## src/hdl/mixout_pkg.sv

```systemverilog
// shared constants and types for the stereo mix and output-stage control
package mixout_pkg;

    // control word layout
    localparam int CTRL_W      = 64;
    localparam int MIX_LSB     = 46;
    localparam int MIX_MSB     = 49;
    localparam int HBON_BIT    = 50;
    localparam int PCOMP_LSB   = 51;
    localparam int PCOMP_MSB   = 55;
    localparam int NCOMP_LSB   = 56;
    localparam int NCOMP_MSB   = 60;
    localparam int ALP_BIT     = 61;
    localparam int SPEED_BIT   = 62;
    localparam int METHOD_BIT  = 63;

    // field widths
    localparam int MIX_W       = 4;
    localparam int COMP_W      = 5;

    // reset values
    localparam logic [3:0] MIX_RST    = 4'h9;
    localparam logic       HBON_RST   = 1'h0;
    localparam logic [4:0] PCOMP_RST  = 5'h10;
    localparam logic [4:0] NCOMP_RST  = 5'h00;
    localparam logic       ALP_RST    = 1'h0;
    localparam logic       SPEED_RST  = 1'h0;
    localparam logic       METHOD_RST = 1'h0;

    // audio path
    localparam int SAMPLE_W    = 24;
    localparam int PAIR_W      = 2 * SAMPLE_W;

    // source choice for one output channel
    typedef enum logic [1:0] {
        SRC_MUTE  = 2'h0,
        SRC_RIGHT = 2'h1,
        SRC_LEFT  = 2'h2,
        SRC_MEAN  = 2'h3
    } mix_src_t;

    // output switching mode, one-hot
    typedef enum logic [3:0] {
        MODE_R500 = 4'h1,
        MODE_H1M  = 4'h2,
        MODE_R1M  = 4'h4,
        MODE_H2M  = 4'h8
    } sw_mode_t;

    // switching rates and the clock, in kHz
    localparam int CLK_KHZ     = 125000;
    localparam int PWM_LO_KHZ  = 500;
    localparam int PWM_MID_KHZ = 1000;
    localparam int PWM_HI_KHZ  = 2000;

    // carrier periods in clock cycles, rounded down
    localparam int DIV_LO      = CLK_KHZ / PWM_LO_KHZ;
    localparam int DIV_MID     = CLK_KHZ / PWM_MID_KHZ;
    localparam int DIV_HI      = CLK_KHZ / PWM_HI_KHZ;
    localparam int DIV_W       = 8;

    // digital silence detection
    localparam int SIL_W       = 11;
    localparam int SIL_DEFAULT = 1024;

endpackage

```

## src/hdl/mix_skid_buf.sv

```systemverilog
// two-entry skid buffer carrying mixed stereo pairs
`timescale 1ns/1ps
`default_nettype none

module mix_skid_buf (
    // clock and reset
    input  wire logic                          clk_i,
    input  wire logic                          rst_i,
    // filling side
    input  wire logic                          in_valid_i,
    input  wire logic [mixout_pkg::PAIR_W-1:0] in_data_i,
    output logic                               in_ready_o,
    // draining side
    output logic                               out_valid_o,
    output logic [mixout_pkg::PAIR_W-1:0]      out_data_o,
    input  wire logic                          out_ready_i
);

    typedef struct packed {
        logic [mixout_pkg::PAIR_W-1:0] out_data;
        logic                          out_valid;
        logic [mixout_pkg::PAIR_W-1:0] skid_data;
        logic                          skid_valid;
    } buf_state_t;

    buf_state_t st_q;
    buf_state_t st_d;
    logic       push;
    logic       pop;

    // ready is a flop: the skid entry absorbs the word taken while stalling
    assign push = in_valid_i && !st_q.skid_valid;
    assign pop  = st_q.out_valid && out_ready_i;

    always_comb begin
        st_d = st_q;
        if (!st_q.out_valid || pop) begin
            if (st_q.skid_valid) begin
                st_d.out_data   = st_q.skid_data;
                st_d.out_valid  = 1'b1;
                st_d.skid_valid = 1'b0;
            end else if (push) begin
                st_d.out_data  = in_data_i;
                st_d.out_valid = 1'b1;
            end else begin
                st_d.out_valid = 1'b0;
            end
        end else if (push) begin
            st_d.skid_data  = in_data_i;
            st_d.skid_valid = 1'b1;
        end
    end

    always_ff @(posedge clk_i) begin
        if (rst_i) begin
            st_q <= '0;
        end else begin
            st_q <= st_d;
        end
    end

    assign in_ready_o  = !st_q.skid_valid;
    assign out_valid_o = st_q.out_valid;
    assign out_data_o  = st_q.out_data;

    a_out_hold_stall: assert property (@(posedge clk_i) disable iff (rst_i)
        out_valid_o && !out_ready_i |=> out_valid_o && $stable(out_data_o))
        else $error("buffer output changed while stalled");

    a_full_refuses: assert property (@(posedge clk_i) disable iff (rst_i)
        st_q.skid_valid |-> st_q.out_valid && !in_ready_o)
        else $error("buffer full but still ready");

endmodule

`default_nettype wire

```

## src/hdl/stereo_mix_output_mode_ctrl.sv

```systemverilog
// stereo channel mixer and output-stage configuration from the control word
//
// Overview of operation
// - the four-bit mix code is taken from control word bits 46 to 49, bit 46 lowest.
// - the upper two mix bits pick the left output: mute, right, left or the mean.
// - the lower two mix bits pick the right output: mute, right, left or the mean.
// - after reset the mix code is 1001, left to left and right to right.
// - control word bit 50 turns the H-bridge drive on when one and off when zero.
// - after reset the bridge drive is off until the host sets it.
// - control word bit 61 enables auto low power; only then may silence be flagged.
// - control word bit 62 selects low speed when zero and high speed when one.
// - speed and method set the mode: 500kHz, 1MHz enhanced, 1MHz regular, 2MHz.
`timescale 1ns/1ps
`default_nettype none

module stereo_mix_output_mode_ctrl #(
    parameter int SILENCE_SAMPLES = mixout_pkg::SIL_DEFAULT
) (
    // clock and reset
    input  wire logic                            CLK_I,
    input  wire logic                            RST_I,
    // control word from the serial interface logic
    input  wire logic [mixout_pkg::CTRL_W-1:0]   CTRL_WORD_I,
    input  wire logic                            CTRL_LOAD_I,
    // stereo input samples
    input  wire logic                            IN_VALID_I,
    input  wire logic [mixout_pkg::SAMPLE_W-1:0] IN_LEFT_I,
    input  wire logic [mixout_pkg::SAMPLE_W-1:0] IN_RIGHT_I,
    output logic                                 IN_READY_O,
    // mixed output samples
    output logic                                 OUT_VALID_O,
    output logic [mixout_pkg::SAMPLE_W-1:0]      OUT_LEFT_O,
    output logic [mixout_pkg::SAMPLE_W-1:0]      OUT_RIGHT_O,
    input  wire logic                            OUT_READY_I,
    // output stage configuration
    output logic [mixout_pkg::MIX_W-1:0]         MIX_CODE_O,
    output logic                                 HBRIDGE_EN_O,
    output logic [mixout_pkg::COMP_W-1:0]        PCOMP_O,
    output logic [mixout_pkg::COMP_W-1:0]        NCOMP_O,
    output logic                                 AUTO_LOW_POWER_O,
    output logic                                 SPEED_HIGH_O,
    output logic                                 METHOD_ENH_O,
    output logic [3:0]                           SW_MODE_O,
    output logic                                 PWM_TICK_O,
    output logic                                 SILENT_O
);

    localparam int SW = mixout_pkg::SAMPLE_W;

    typedef struct packed {
        logic [mixout_pkg::MIX_W-1:0]  mix;
        logic                          hbon;
        logic [mixout_pkg::COMP_W-1:0] pcomp;
        logic [mixout_pkg::COMP_W-1:0] ncomp;
        logic                          alp;
        logic                          speed;
        logic                          method;
        mixout_pkg::sw_mode_t          mode;
        logic [mixout_pkg::DIV_W-1:0]  div_cnt;
        logic                          tick;
        logic [mixout_pkg::SIL_W-1:0]  sil_cnt;
        logic                          silent;
    } ctrl_state_t;

    ctrl_state_t st_q;
    ctrl_state_t st_d;

    logic [SW-1:0]                 mix_left;
    logic [SW-1:0]                 mix_right;
    logic [SW-1:0]                 mean_val;
    logic                          buf_ready;
    logic                          take;
    logic [mixout_pkg::PAIR_W-1:0] buf_out;
    logic                          in_zero;

    localparam logic [mixout_pkg::SIL_W-1:0] SIL_LIMIT =
        mixout_pkg::SIL_W'(SILENCE_SAMPLES);

    // sign-extend before adding so the full-scale sum cannot wrap
    function automatic logic [SW-1:0] mean_of(
        input logic [SW-1:0] l,
        input logic [SW-1:0] r
    );
        logic [SW:0] sum;
        sum = {l[SW-1], l} + {r[SW-1], r};
        return sum[SW:1];
    endfunction

    function automatic logic [SW-1:0] pick(
        input mixout_pkg::mix_src_t src,
        input logic [SW-1:0]        l,
        input logic [SW-1:0]        r,
        input logic [SW-1:0]        m
    );
        logic [SW-1:0] res;
        res = '0;
        case (src)
            mixout_pkg::SRC_RIGHT: res = r;
            mixout_pkg::SRC_LEFT:  res = l;
            mixout_pkg::SRC_MEAN:  res = m;
            default:               res = '0;
        endcase
        return res;
    endfunction

    function automatic mixout_pkg::sw_mode_t mode_of(
        input logic speed,
        input logic method
    );
        mixout_pkg::sw_mode_t m;
        m = mixout_pkg::MODE_R500;
        if (speed && method) begin
            m = mixout_pkg::MODE_H2M;
        end else if (speed) begin
            m = mixout_pkg::MODE_R1M;
        end else if (method) begin
            m = mixout_pkg::MODE_H1M;
        end
        return m;
    endfunction

    function automatic logic [mixout_pkg::DIV_W-1:0] reload_of(
        input mixout_pkg::sw_mode_t m
    );
        logic [mixout_pkg::DIV_W-1:0] v;
        v = mixout_pkg::DIV_W'(mixout_pkg::DIV_LO - 1);
        case (m)
            mixout_pkg::MODE_H1M: v = mixout_pkg::DIV_W'(mixout_pkg::DIV_MID - 1);
            mixout_pkg::MODE_R1M: v = mixout_pkg::DIV_W'(mixout_pkg::DIV_MID - 1);
            mixout_pkg::MODE_H2M: v = mixout_pkg::DIV_W'(mixout_pkg::DIV_HI - 1);
            default:              v = mixout_pkg::DIV_W'(mixout_pkg::DIV_LO - 1);
        endcase
        return v;
    endfunction

    // mixing is combinational so a new code applies from the next pair
    assign mean_val  = mean_of(IN_LEFT_I, IN_RIGHT_I);
    assign mix_left  = pick(mixout_pkg::mix_src_t'(st_q.mix[3:2]),
                            IN_LEFT_I, IN_RIGHT_I, mean_val);
    assign mix_right = pick(mixout_pkg::mix_src_t'(st_q.mix[1:0]),
                            IN_LEFT_I, IN_RIGHT_I, mean_val);
    assign take      = IN_VALID_I && buf_ready;
    assign in_zero   = (IN_LEFT_I == '0) && (IN_RIGHT_I == '0);

    always_comb begin
        st_d = st_q;
        if (CTRL_LOAD_I) begin
            st_d.mix    = CTRL_WORD_I[mixout_pkg::MIX_MSB:mixout_pkg::MIX_LSB];
            st_d.hbon   = CTRL_WORD_I[mixout_pkg::HBON_BIT];
            // compensation values pass as written; range is the host's duty
            st_d.pcomp  = CTRL_WORD_I[mixout_pkg::PCOMP_MSB:mixout_pkg::PCOMP_LSB];
            st_d.ncomp  = CTRL_WORD_I[mixout_pkg::NCOMP_MSB:mixout_pkg::NCOMP_LSB];
            st_d.alp    = CTRL_WORD_I[mixout_pkg::ALP_BIT];
            st_d.speed  = CTRL_WORD_I[mixout_pkg::SPEED_BIT];
            st_d.method = CTRL_WORD_I[mixout_pkg::METHOD_BIT];
        end
        st_d.mode = mode_of(st_d.speed, st_d.method);

        // carrier divider; a mode change restarts the period without a tick
        st_d.tick = 1'b0;
        if (st_d.mode != st_q.mode) begin
            st_d.div_cnt = reload_of(st_d.mode);
        end else if (st_q.div_cnt == '0) begin
            st_d.div_cnt = reload_of(st_d.mode);
            st_d.tick    = 1'b1;
        end else begin
            st_d.div_cnt = st_q.div_cnt - 1'b1;
        end

        // silence counts zero input pairs and saturates at the limit
        if (!st_q.alp) begin
            st_d.sil_cnt = '0;
            st_d.silent  = 1'b0;
        end else begin
            if (take && !in_zero) begin
                st_d.sil_cnt = '0;
            end else if (take && st_q.sil_cnt != SIL_LIMIT) begin
                st_d.sil_cnt = st_q.sil_cnt + 1'b1;
            end
            st_d.silent = (st_d.sil_cnt == SIL_LIMIT);
        end
    end

    always_ff @(posedge CLK_I) begin
        if (RST_I) begin
            st_q.mix     <= mixout_pkg::MIX_RST;
            st_q.hbon    <= mixout_pkg::HBON_RST;
            st_q.pcomp   <= mixout_pkg::PCOMP_RST;
            st_q.ncomp   <= mixout_pkg::NCOMP_RST;
            st_q.alp     <= mixout_pkg::ALP_RST;
            st_q.speed   <= mixout_pkg::SPEED_RST;
            st_q.method  <= mixout_pkg::METHOD_RST;
            st_q.mode    <= mixout_pkg::MODE_R500;
            st_q.div_cnt <= '0;
            st_q.tick    <= 1'b0;
            st_q.sil_cnt <= '0;
            st_q.silent  <= 1'b0;
        end else begin
            st_q <= st_d;
        end
    end

    // a stalled receiver back-pressures the source through the buffer
    mix_skid_buf u_buf (
        .clk_i       (CLK_I),
        .rst_i       (RST_I),
        .in_valid_i  (IN_VALID_I),
        .in_data_i   ({mix_left, mix_right}),
        .in_ready_o  (buf_ready),
        .out_valid_o (OUT_VALID_O),
        .out_data_o  (buf_out),
        .out_ready_i (OUT_READY_I)
    );

    assign IN_READY_O       = buf_ready;
    assign OUT_LEFT_O       = buf_out[mixout_pkg::PAIR_W-1:SW];
    assign OUT_RIGHT_O      = buf_out[SW-1:0];
    assign MIX_CODE_O       = st_q.mix;
    assign HBRIDGE_EN_O     = st_q.hbon;
    assign PCOMP_O          = st_q.pcomp;
    assign NCOMP_O          = st_q.ncomp;
    assign AUTO_LOW_POWER_O = st_q.alp;
    assign SPEED_HIGH_O     = st_q.speed;
    assign METHOD_ENH_O     = st_q.method;
    assign SW_MODE_O        = st_q.mode;
    assign PWM_TICK_O       = st_q.tick;
    assign SILENT_O         = st_q.silent;

    a_mix_code_load: assert property (@(posedge CLK_I) disable iff (RST_I)
        CTRL_LOAD_I |=> MIX_CODE_O ==
            $past(CTRL_WORD_I[mixout_pkg::MIX_MSB:mixout_pkg::MIX_LSB]))
        else $error("mix code not taken from the control word");

    a_left_select: assert property (@(posedge CLK_I) disable iff (RST_I)
        take |-> mix_left == (st_q.mix[3:2] == 2'h0 ? '0 :
                              st_q.mix[3:2] == 2'h1 ? IN_RIGHT_I :
                              st_q.mix[3:2] == 2'h2 ? IN_LEFT_I : mean_val))
        else $error("left output source wrong");

    a_right_mean: assert property (@(posedge CLK_I) disable iff (RST_I)
        take && st_q.mix[1:0] == 2'h3 |->
            mix_right == SW'(({IN_LEFT_I[SW-1], IN_LEFT_I}
                              + {IN_RIGHT_I[SW-1], IN_RIGHT_I}) >> 1))
        else $error("right output mean wrong");

    a_mute_zero_out: assert property (@(posedge CLK_I) disable iff (RST_I)
        take && buf_ready && !OUT_VALID_O && st_q.mix[1:0] == 2'h0 |=>
            OUT_VALID_O && OUT_RIGHT_O == '0)
        else $error("muted right channel not zero");

    a_mute_left_zero: assert property (@(posedge CLK_I) disable iff (RST_I)
        take && !OUT_VALID_O && st_q.mix[3:2] == 2'h0 |=>
            OUT_VALID_O && OUT_LEFT_O == '0)
        else $error("muted left channel not zero");

    a_mix_reset_val: assert property (@(posedge CLK_I)
        RST_I |=> MIX_CODE_O == mixout_pkg::MIX_RST)
        else $error("mix code reset value wrong");

    a_bridge_reset_off: assert property (@(posedge CLK_I)
        RST_I |=> !HBRIDGE_EN_O)
        else $error("bridge drive on after reset");

    a_bridge_follows: assert property (@(posedge CLK_I) disable iff (RST_I)
        CTRL_LOAD_I |=> HBRIDGE_EN_O == $past(CTRL_WORD_I[mixout_pkg::HBON_BIT]))
        else $error("bridge drive does not follow bit");

    a_silence_gated: assert property (@(posedge CLK_I) disable iff (RST_I)
        !AUTO_LOW_POWER_O |=> !SILENT_O)
        else $error("silence flagged with auto low power off");

    a_speed_method: assert property (@(posedge CLK_I) disable iff (RST_I)
        CTRL_LOAD_I |=> SPEED_HIGH_O == $past(CTRL_WORD_I[mixout_pkg::SPEED_BIT])
            && METHOD_ENH_O == $past(CTRL_WORD_I[mixout_pkg::METHOD_BIT]))
        else $error("speed or method not taken");

    a_mode_map: assert property (@(posedge CLK_I) disable iff (RST_I)
        SPEED_HIGH_O && !METHOD_ENH_O |-> SW_MODE_O == mixout_pkg::MODE_R1M)
        else $error("switching mode does not match speed and method");

    a_mode_lo_reg: assert property (@(posedge CLK_I) disable iff (RST_I)
        !SPEED_HIGH_O && !METHOD_ENH_O |-> SW_MODE_O == mixout_pkg::MODE_R500)
        else $error("regular low speed mode wrong");

    a_mode_lo_enh: assert property (@(posedge CLK_I) disable iff (RST_I)
        !SPEED_HIGH_O && METHOD_ENH_O |-> SW_MODE_O == mixout_pkg::MODE_H1M)
        else $error("enhanced low speed mode wrong");

    a_mode_hi_enh: assert property (@(posedge CLK_I) disable iff (RST_I)
        SPEED_HIGH_O && METHOD_ENH_O |-> SW_MODE_O == mixout_pkg::MODE_H2M)
        else $error("enhanced high speed mode wrong");

    a_tick_spacing: assert property (@(posedge CLK_I) disable iff (RST_I)
        PWM_TICK_O |=> !PWM_TICK_O [*8])
        else $error("carrier ticks too close together");

endmodule

`default_nettype wire

```

## config.mk

```make
export PLATFORM = sky130hd
export DESIGN_NAME = stereo_mix_output_mode_ctrl
export DESIGN_NICKNAME = d
export VERILOG_FILES = /design/src/hdl/mixout_pkg.sv /design/src/hdl/mix_skid_buf.sv /design/src/hdl/stereo_mix_output_mode_ctrl.sv
export SDC_FILE = /design/constraint.sdc
export NUM_CORES = 1
export LEC_CHECK = 0
export BUFFER_PORTS_ARGS = -buffer_cell sky130_fd_sc_hd__buf_4
export CAP_MARGIN = 0
export CORE_MARGIN = 4
export CORE_UTILIZATION = 60
export CTS_CLUSTER_SIZE = 25
export DETAILED_ROUTE_END_ITERATION = 7
export PLACE_DENSITY = 0.83
export SLEW_MARGIN = 10
export SYNTH_ARGS = -nofsm -noshare
export SYNTH_HDL_FRONTEND = slang
export SYNTH_SLANG_ARGS = --single-unit
```

## constraint.sdc

```tcl
create_clock -name CLK_I -period 6 [get_ports CLK_I]
set_clock_uncertainty 0.15 [all_clocks]
set_input_delay 0.3 -clock CLK_I [delete_from_list [all_inputs] [get_ports CLK_I]]
set_output_delay 0.3 -clock CLK_I [all_outputs]
set_load 0.01 [all_outputs]
```

==> After elaboration in Yosys (flattened, before gate mapping) <==
Cells that the tools add are included.
{ "op_classes": {"muxes": 16, "addsub": 3, "bitwise_logic": 2, "eq_ne": 12, "n_reduce_logical": 20} }
{ "op_table": {"columns": ["op", "n"], "rows": [
  ["24-bit case mux with 3 select lines", 2],
  ["49-bit 2-to-1 mux", 1],
  ["24-bit logical NOT", 2],
  ["48-bit 2-to-1 mux", 1],
  ["11-bit 2-to-1 mux", 3],
  ["24-bit by 24-bit adder with 25-bit output", 1],
  ["8-bit 2-to-1 mux", 2],
  ["8-bit case mux with 2 select lines", 1],
  ["11-bit by 1-bit adder with 11-bit output (second input constant)", 1],
  ["11-bit == test (second input constant)", 1],
  ["11-bit != test (second input constant)", 1],
  ["2-bit == test (second input constant)", 4],
  ["8-bit logical NOT", 1],
  ["2-bit OR reduction", 4],
  ["8-bit by 1-bit subtractor with 8-bit output (second input constant)", 1],
  ["1-bit logical AND", 6],
  ["2-bit by 1-bit == test with 1-bit output (second input constant)", 2],
  ["4-bit by 2-bit == test with 1-bit output (second input constant)", 1],
  ["4-bit by 3-bit == test with 1-bit output (second input constant)", 1],
  ["4-bit == test (second input constant)", 1],
  ["2-bit 2-to-1 mux", 2],
  ["4-bit 2-to-1 mux", 1],
  ["4-bit != test", 1],
  ["2-bit AND reduction", 2],
  ["6 further kinds", 10]
]} }
{ "totals": {"input_bits": 117, "reg_bits": 141} }

==> Logic depth before layout (Yosys ltp) <==
{ "depth": {"depth_word": 9, "depth_mapped": 11, "mapped_depth_nobuf": 10} }

==> Modules after synthesis <==
A second synthesis with hierarchy kept.
{ "unflattened": {"cells_unflattened": 1048, "hier_area_um2": 8795.9} }
{ "by_module_without_submodules": {"columns": ["module", "seq_area_each_um2", "instances", "cells_per_inst", "area_per_inst_um2"], "rows": [
  ["stereo_mix_output_mode_ctrl", 860.8, 1, 561, 4423.0],
  ["mix_skid_buf", 1961.9, 1, 487, 4372.9]
]} }

==> Worst setup path before layout <==
No wires, ideal clock.
{ "synth_timing": {"path_type": "in2reg", "startpoint": "input port CTRL_LOAD_I", "endpoint": "register st_q[15] (netlist bit)", "setup_slack_ps": 3376, "arrival_time_ps": 2346, "path_buffers": 2, "required_time_ps": 5722, "stages": 11, "path_cell_list": "clkbuf_1 > mux2i_1 > inv_1 > ha_1 > xnor2_1 > nand4_1 > nor2b_1 > clkbuf_1 > nor2_1 > a21oi_1 > nor2_1"} }
{ "synth_rtl": {"columns": ["element", "line_no", "rtl"], "rows": [
  ["start, declared", "stereo_mix_output_mode_ctrl.sv:24", "input wire logic CTRL_LOAD_I,"],
  ["end signal, assigned", "stereo_mix_output_mode_ctrl.sv:199", "st_q <= st_d;"],
  ["end, declared", "stereo_mix_output_mode_ctrl.sv:65", "ctrl_state_t st_q;"]
]} }

==> Worst setup path after layout <==
{ "layout_timing": {"startpoint": "register u_buf.st_q, in the netlist u_buf.out_valid_o", "endpoint": "register u_buf.st_q[18] (netlist bit)"} }
{ "layout_between": {"elab_chain_len": 4, "word_cells_on_any_way": 5} }
{ "layout_lines": {"columns": ["element", "line_no", "rtl"], "rows": [
  ["start, declared", "mix_skid_buf.sv:26", "buf_state_t st_q;"],
  ["start signal, assigned", "mix_skid_buf.sv:58", "st_q <= st_d;"],
  ["1-bit logical NOT or 1-bit logical AND (tied branches)", "mix_skid_buf.sv:37, mix_skid_buf.sv:33", null],
  ["1-bit logical OR (*)", "mix_skid_buf.sv:37", "if (!st_q.out_valid || pop) begin"],
  ["1-bit inverter (no source line) (*)", null, null],
  ["2-bit AND reduction (no source line) (*)", null, null]
]} }
Mark *: on every way between the ends. The rest lies on a longest branch, timed or not.
A chain may end at the register's enable or synchronous reset.

==> flow_metrics.py <==
metrics = {
    "routing": {
        "drc": 0,
        "wl_per_cell_um": 18.3,
        "first_iter_violations": 760,
        "via_count": 8314,
        "drtPass1Iterations": 6,
        "vias_per_cell": 6.17,
        "ant_nets": 0,
        "drt-total-wl_um": 24600,
    },
    "global_routing": {
        "grt_pass1_wl_um": 38700,
        "grt_start_max_net_pins": 69,
        "grt_pass1_vias": 7450,
        "antenna_found_initial": 0,
        "track_usage": 0.295,
        "grt-ovfl-total": 0,
    },
    "sta": {
        "min_period_ns": 2.93,
        "slew_viol_final": 0,
        "max_freq_ghz": 0.342,
        "period_share": 0.488,
        "relSlewSlack": 0.248,
        "finalSetupViolations": 0,
        "finalHoldViolations": 0,
        "worstMarginPinSlew_ns": 1.13,
        "fin_tns_setup_ns": 0,
        "rsz0062_at_grt": "no",
    },
    "power_and_ir_drop": {
        "p_sw_mw": 0.811,
        "p_int_mw": 1.81,
        "switching_share": 0.310,
        "power_leakage_nw": 4.01,
        "power_frac_comb": 0.222,
        "powerDensity_mw_per_mm2": 263,
        "power.total_mw": 2.62,
        "p_clk_frac": 0.385,
        "peakVddDrop_uv": 205,
        "p_seq_frac": 0.393,
    },
    "placement": {
        "numPortBuffers": 144,
        "dp_hpwl_um": 17700,
        "dp_cells": 1301,
        "gp_congestion": 1.08,
        "placed_area_mm2": 0.00924,
    },
    "critical_path": {
        "cp_cell_sequence": "nor2b_1, nand2_1, a211oi_1, nor3_1",
        "cp.required_ns": 6.14,
        "cp_top_family": "simple AND/OR/NAND/NOR gates",
        "cp-start-kind": "register",
        "slowest_stage": "nand2_1",
        "cp_max_fo": 30,
        "crit_arrival_ns": 3.07,
        "worstSetupPathType": "reg2reg",
        "max_stage_delay_ns": 0.91,
        "crit_path_end_kind": "register",
        "ff2ff_path_depth": 4,
        "path_depth": 4,
        "crit_buf_inv": 0,
    },
    "clock_tree": {
        "post_cts_resized": 0,
        "cts_tree": "built",
        "root_buffer": "clkbuf_16",
        "clock-sinks": 141,
        "clk_latency_ns": 0.42,
        "cts_buffer_depth": 2,
        "path_clk_slew_ns": 0.06,
        "cts_buffers": 17,
        "htreeDepth": 4,
        "ctsHoldBuffers": 15,
        "cts_setup_buffers": 0,
    },
    "logic_synthesis": {
        "syn_area_mm2": 0.00859,
        "synthSimpleGateAreaFrac": 0.227,
        "yosysSeqAreaShare": 0.328,
        "synth_area_per_cell_um2": 7.80,
        "synthXorXnorAreaFrac": 0.0365,
        "synth_top_area_cell": "dfxtp_1",
        "synth_ff_type": "dfxtp_1",
        "yosysWarningCount": 0,
        "synth_edf_count": 0,
        "synth_top_cell_area_share": 0.328,
        "synth_top_family_by_area": "simple AND/OR/NAND/NOR gates",
        "muxShareOfSynthArea": 0.0521,
        "ys_types": 67,
        "syn_inst": 1102,
        "synth_fa_ha_area_frac": 0.0489,
        "yosys-top-cells-count": "dfxtp_1 (141), nand2_1 (115), nor2_1 (113)",
        "synth_compound_gate_area_share": 0.210,
        "syn_nets": 1252,
        "async_flop_share": 0,
        "synth_area_leaders": "dfxtp_1 (33%), buf_4 (5.8%), a21oi_1 (5.1%)",
        "yosysMostFrequentCell": "dfxtp_1",
        "synth-seq-cells": 141,
    },
    "floorplan": {
        "fp.dieH_um": 128,
        "chipWidth_um": 128,
        "num_rows": 43,
        "io_pins": 191,
        "dieArea_mm2": 0.0163,
        "coreArea_mm2": 0.0139,
        "initial_utilization": 0.617,
    },
    "worst_hold_path": {
        "hold_class": "in2reg",
        "hold_depth": 3,
    },
    "finish": {
        "instances_no_fill": 1348,
        "syn_to_final_growth_pct": 15.8,
        "diodes": 0,
        "drive_gt1_frac": 0.182,
        "finalNetCount": 1305,
        "design_area_mm2": 0.00995,
    },
    "outcome": {
        "status": "finished clean",
    },
    "job": {
        "cap_violations": 0,
    },
}
-- through the flow --
step / setup slack [ns] / util / hold slack, ns
6_report: 3.07 / 0.714 / 0.000575
5_1_grt: 2.93 / 0.714 / 0.0140
4_1_cts: 3.16 / 0.714 / 0.00727
3_5_place_dp: 2.91 / 0.663 / 0.296
3_3_place_gp: 2.98 / 0.663 / 0.286
2_1_floorplan: 3.38 / - / 0.278
-- flip-flops by register name (all words and copies together) (netlist names), 4 cells and up --
| register | count |
|---|---|
| PCOMP_O | 5 |
| u_buf.out_data_o | 48 |
| NCOMP_O | 5 |
| SW_MODE_O | 4 |
| u_buf.st_q | 49 |
| MIX_CODE_O | 4 |
| st_q | 19 |
-- final timing paths --
kind / from / to / slack [ns]
max: u_buf.out_valid_o$_SDFFE_PP0P_ / u_buf.st_q[18]$_SDFFE_PP0P_ / 3.07
min: CTRL_WORD_I[61] / AUTO_LOW_POWER_O$_SDFFE_PP0P_ / 0.0006
max reg2reg: u_buf.out_valid_o$_SDFFE_PP0P_ / u_buf.st_q[18]$_SDFFE_PP0P_ / 3.07
min reg2reg: u_buf.out_data_o[30]$_SDFFE_PP0P_ / u_buf.out_data_o[30]$_SDFFE_PP0P_ / 0.30
-- placed cells by master, fill, tap and decap left out, types with 12 or more instances in the layout --
cell type,n
a211oi_1,17
a21oi_1,88
a22o_1,12
a31oi_1,18
buf_4,155
clkbuf_16,17
dfxtp_1,140
dlygate4sd3_1,15
ha_1,32
inv_1,16
mux2i_1,38
nand2_1,115
nand2b_1,29
nand3_1,28
nor2_1,111
nor3_1,54
nor4_1,17
o211ai_1,21
o21ai_0,54
o21ai_1,13
xnor2_1,18
xor2_1,16
-- layer usage --
layer / vias to the layer above / routed length (um) / track usage
li1: 3971 / - / -
met1: 3911 / 10700 / 0.423
met2: 392 / 10900 / 0.451
met3: 40 / 2420 / 0.0517
met4: 0 / 532 / 0.0943
met5: - / 0 / 0
-- final cells by class --
| type | instances | area (um2) |
|---|---|---|
| flip-flops and latches | 141 | 2820 |
| well taps | 180 | 225 |
| clock inverters | 15 | 138 |
| multi-input cells | 806 | 4960 |
| inverters | 19 | 71.3 |
| repair buffers | 170 | 1310 |
| fillers | 1134 | 3980 |
| clock buffers | 17 | 425 |
-- kinds of logic after synthesis --
logic type | count (synthesis)
AND/OR/NAND/NOR | 410
buffers and inverters | 155
multiplexers | 44
flip-flops | 141
AO/OA/AOI/OAI | 284
XOR/XNOR | 35
adder cells (fa/ha/maj) | 33
-- tightest hold or removal path: stages --
cell     delay (ns)
buf_4          0.08
mux2i_1        0.06
nor2_1         0.09
-- power groups by stage --
stage               clock [mW]  combinational (mW)  sequential [mW]
finish                    1.01               0.581             1.03
floorplan                    0               0.402             1.04
global placement             0               0.551             1.05
detailed placement           0               0.559             1.05
CTS                       1.02               0.571             1.03
global route              1.06               0.628             1.04
Note: power is estimated with default switching activity, not from simulation.
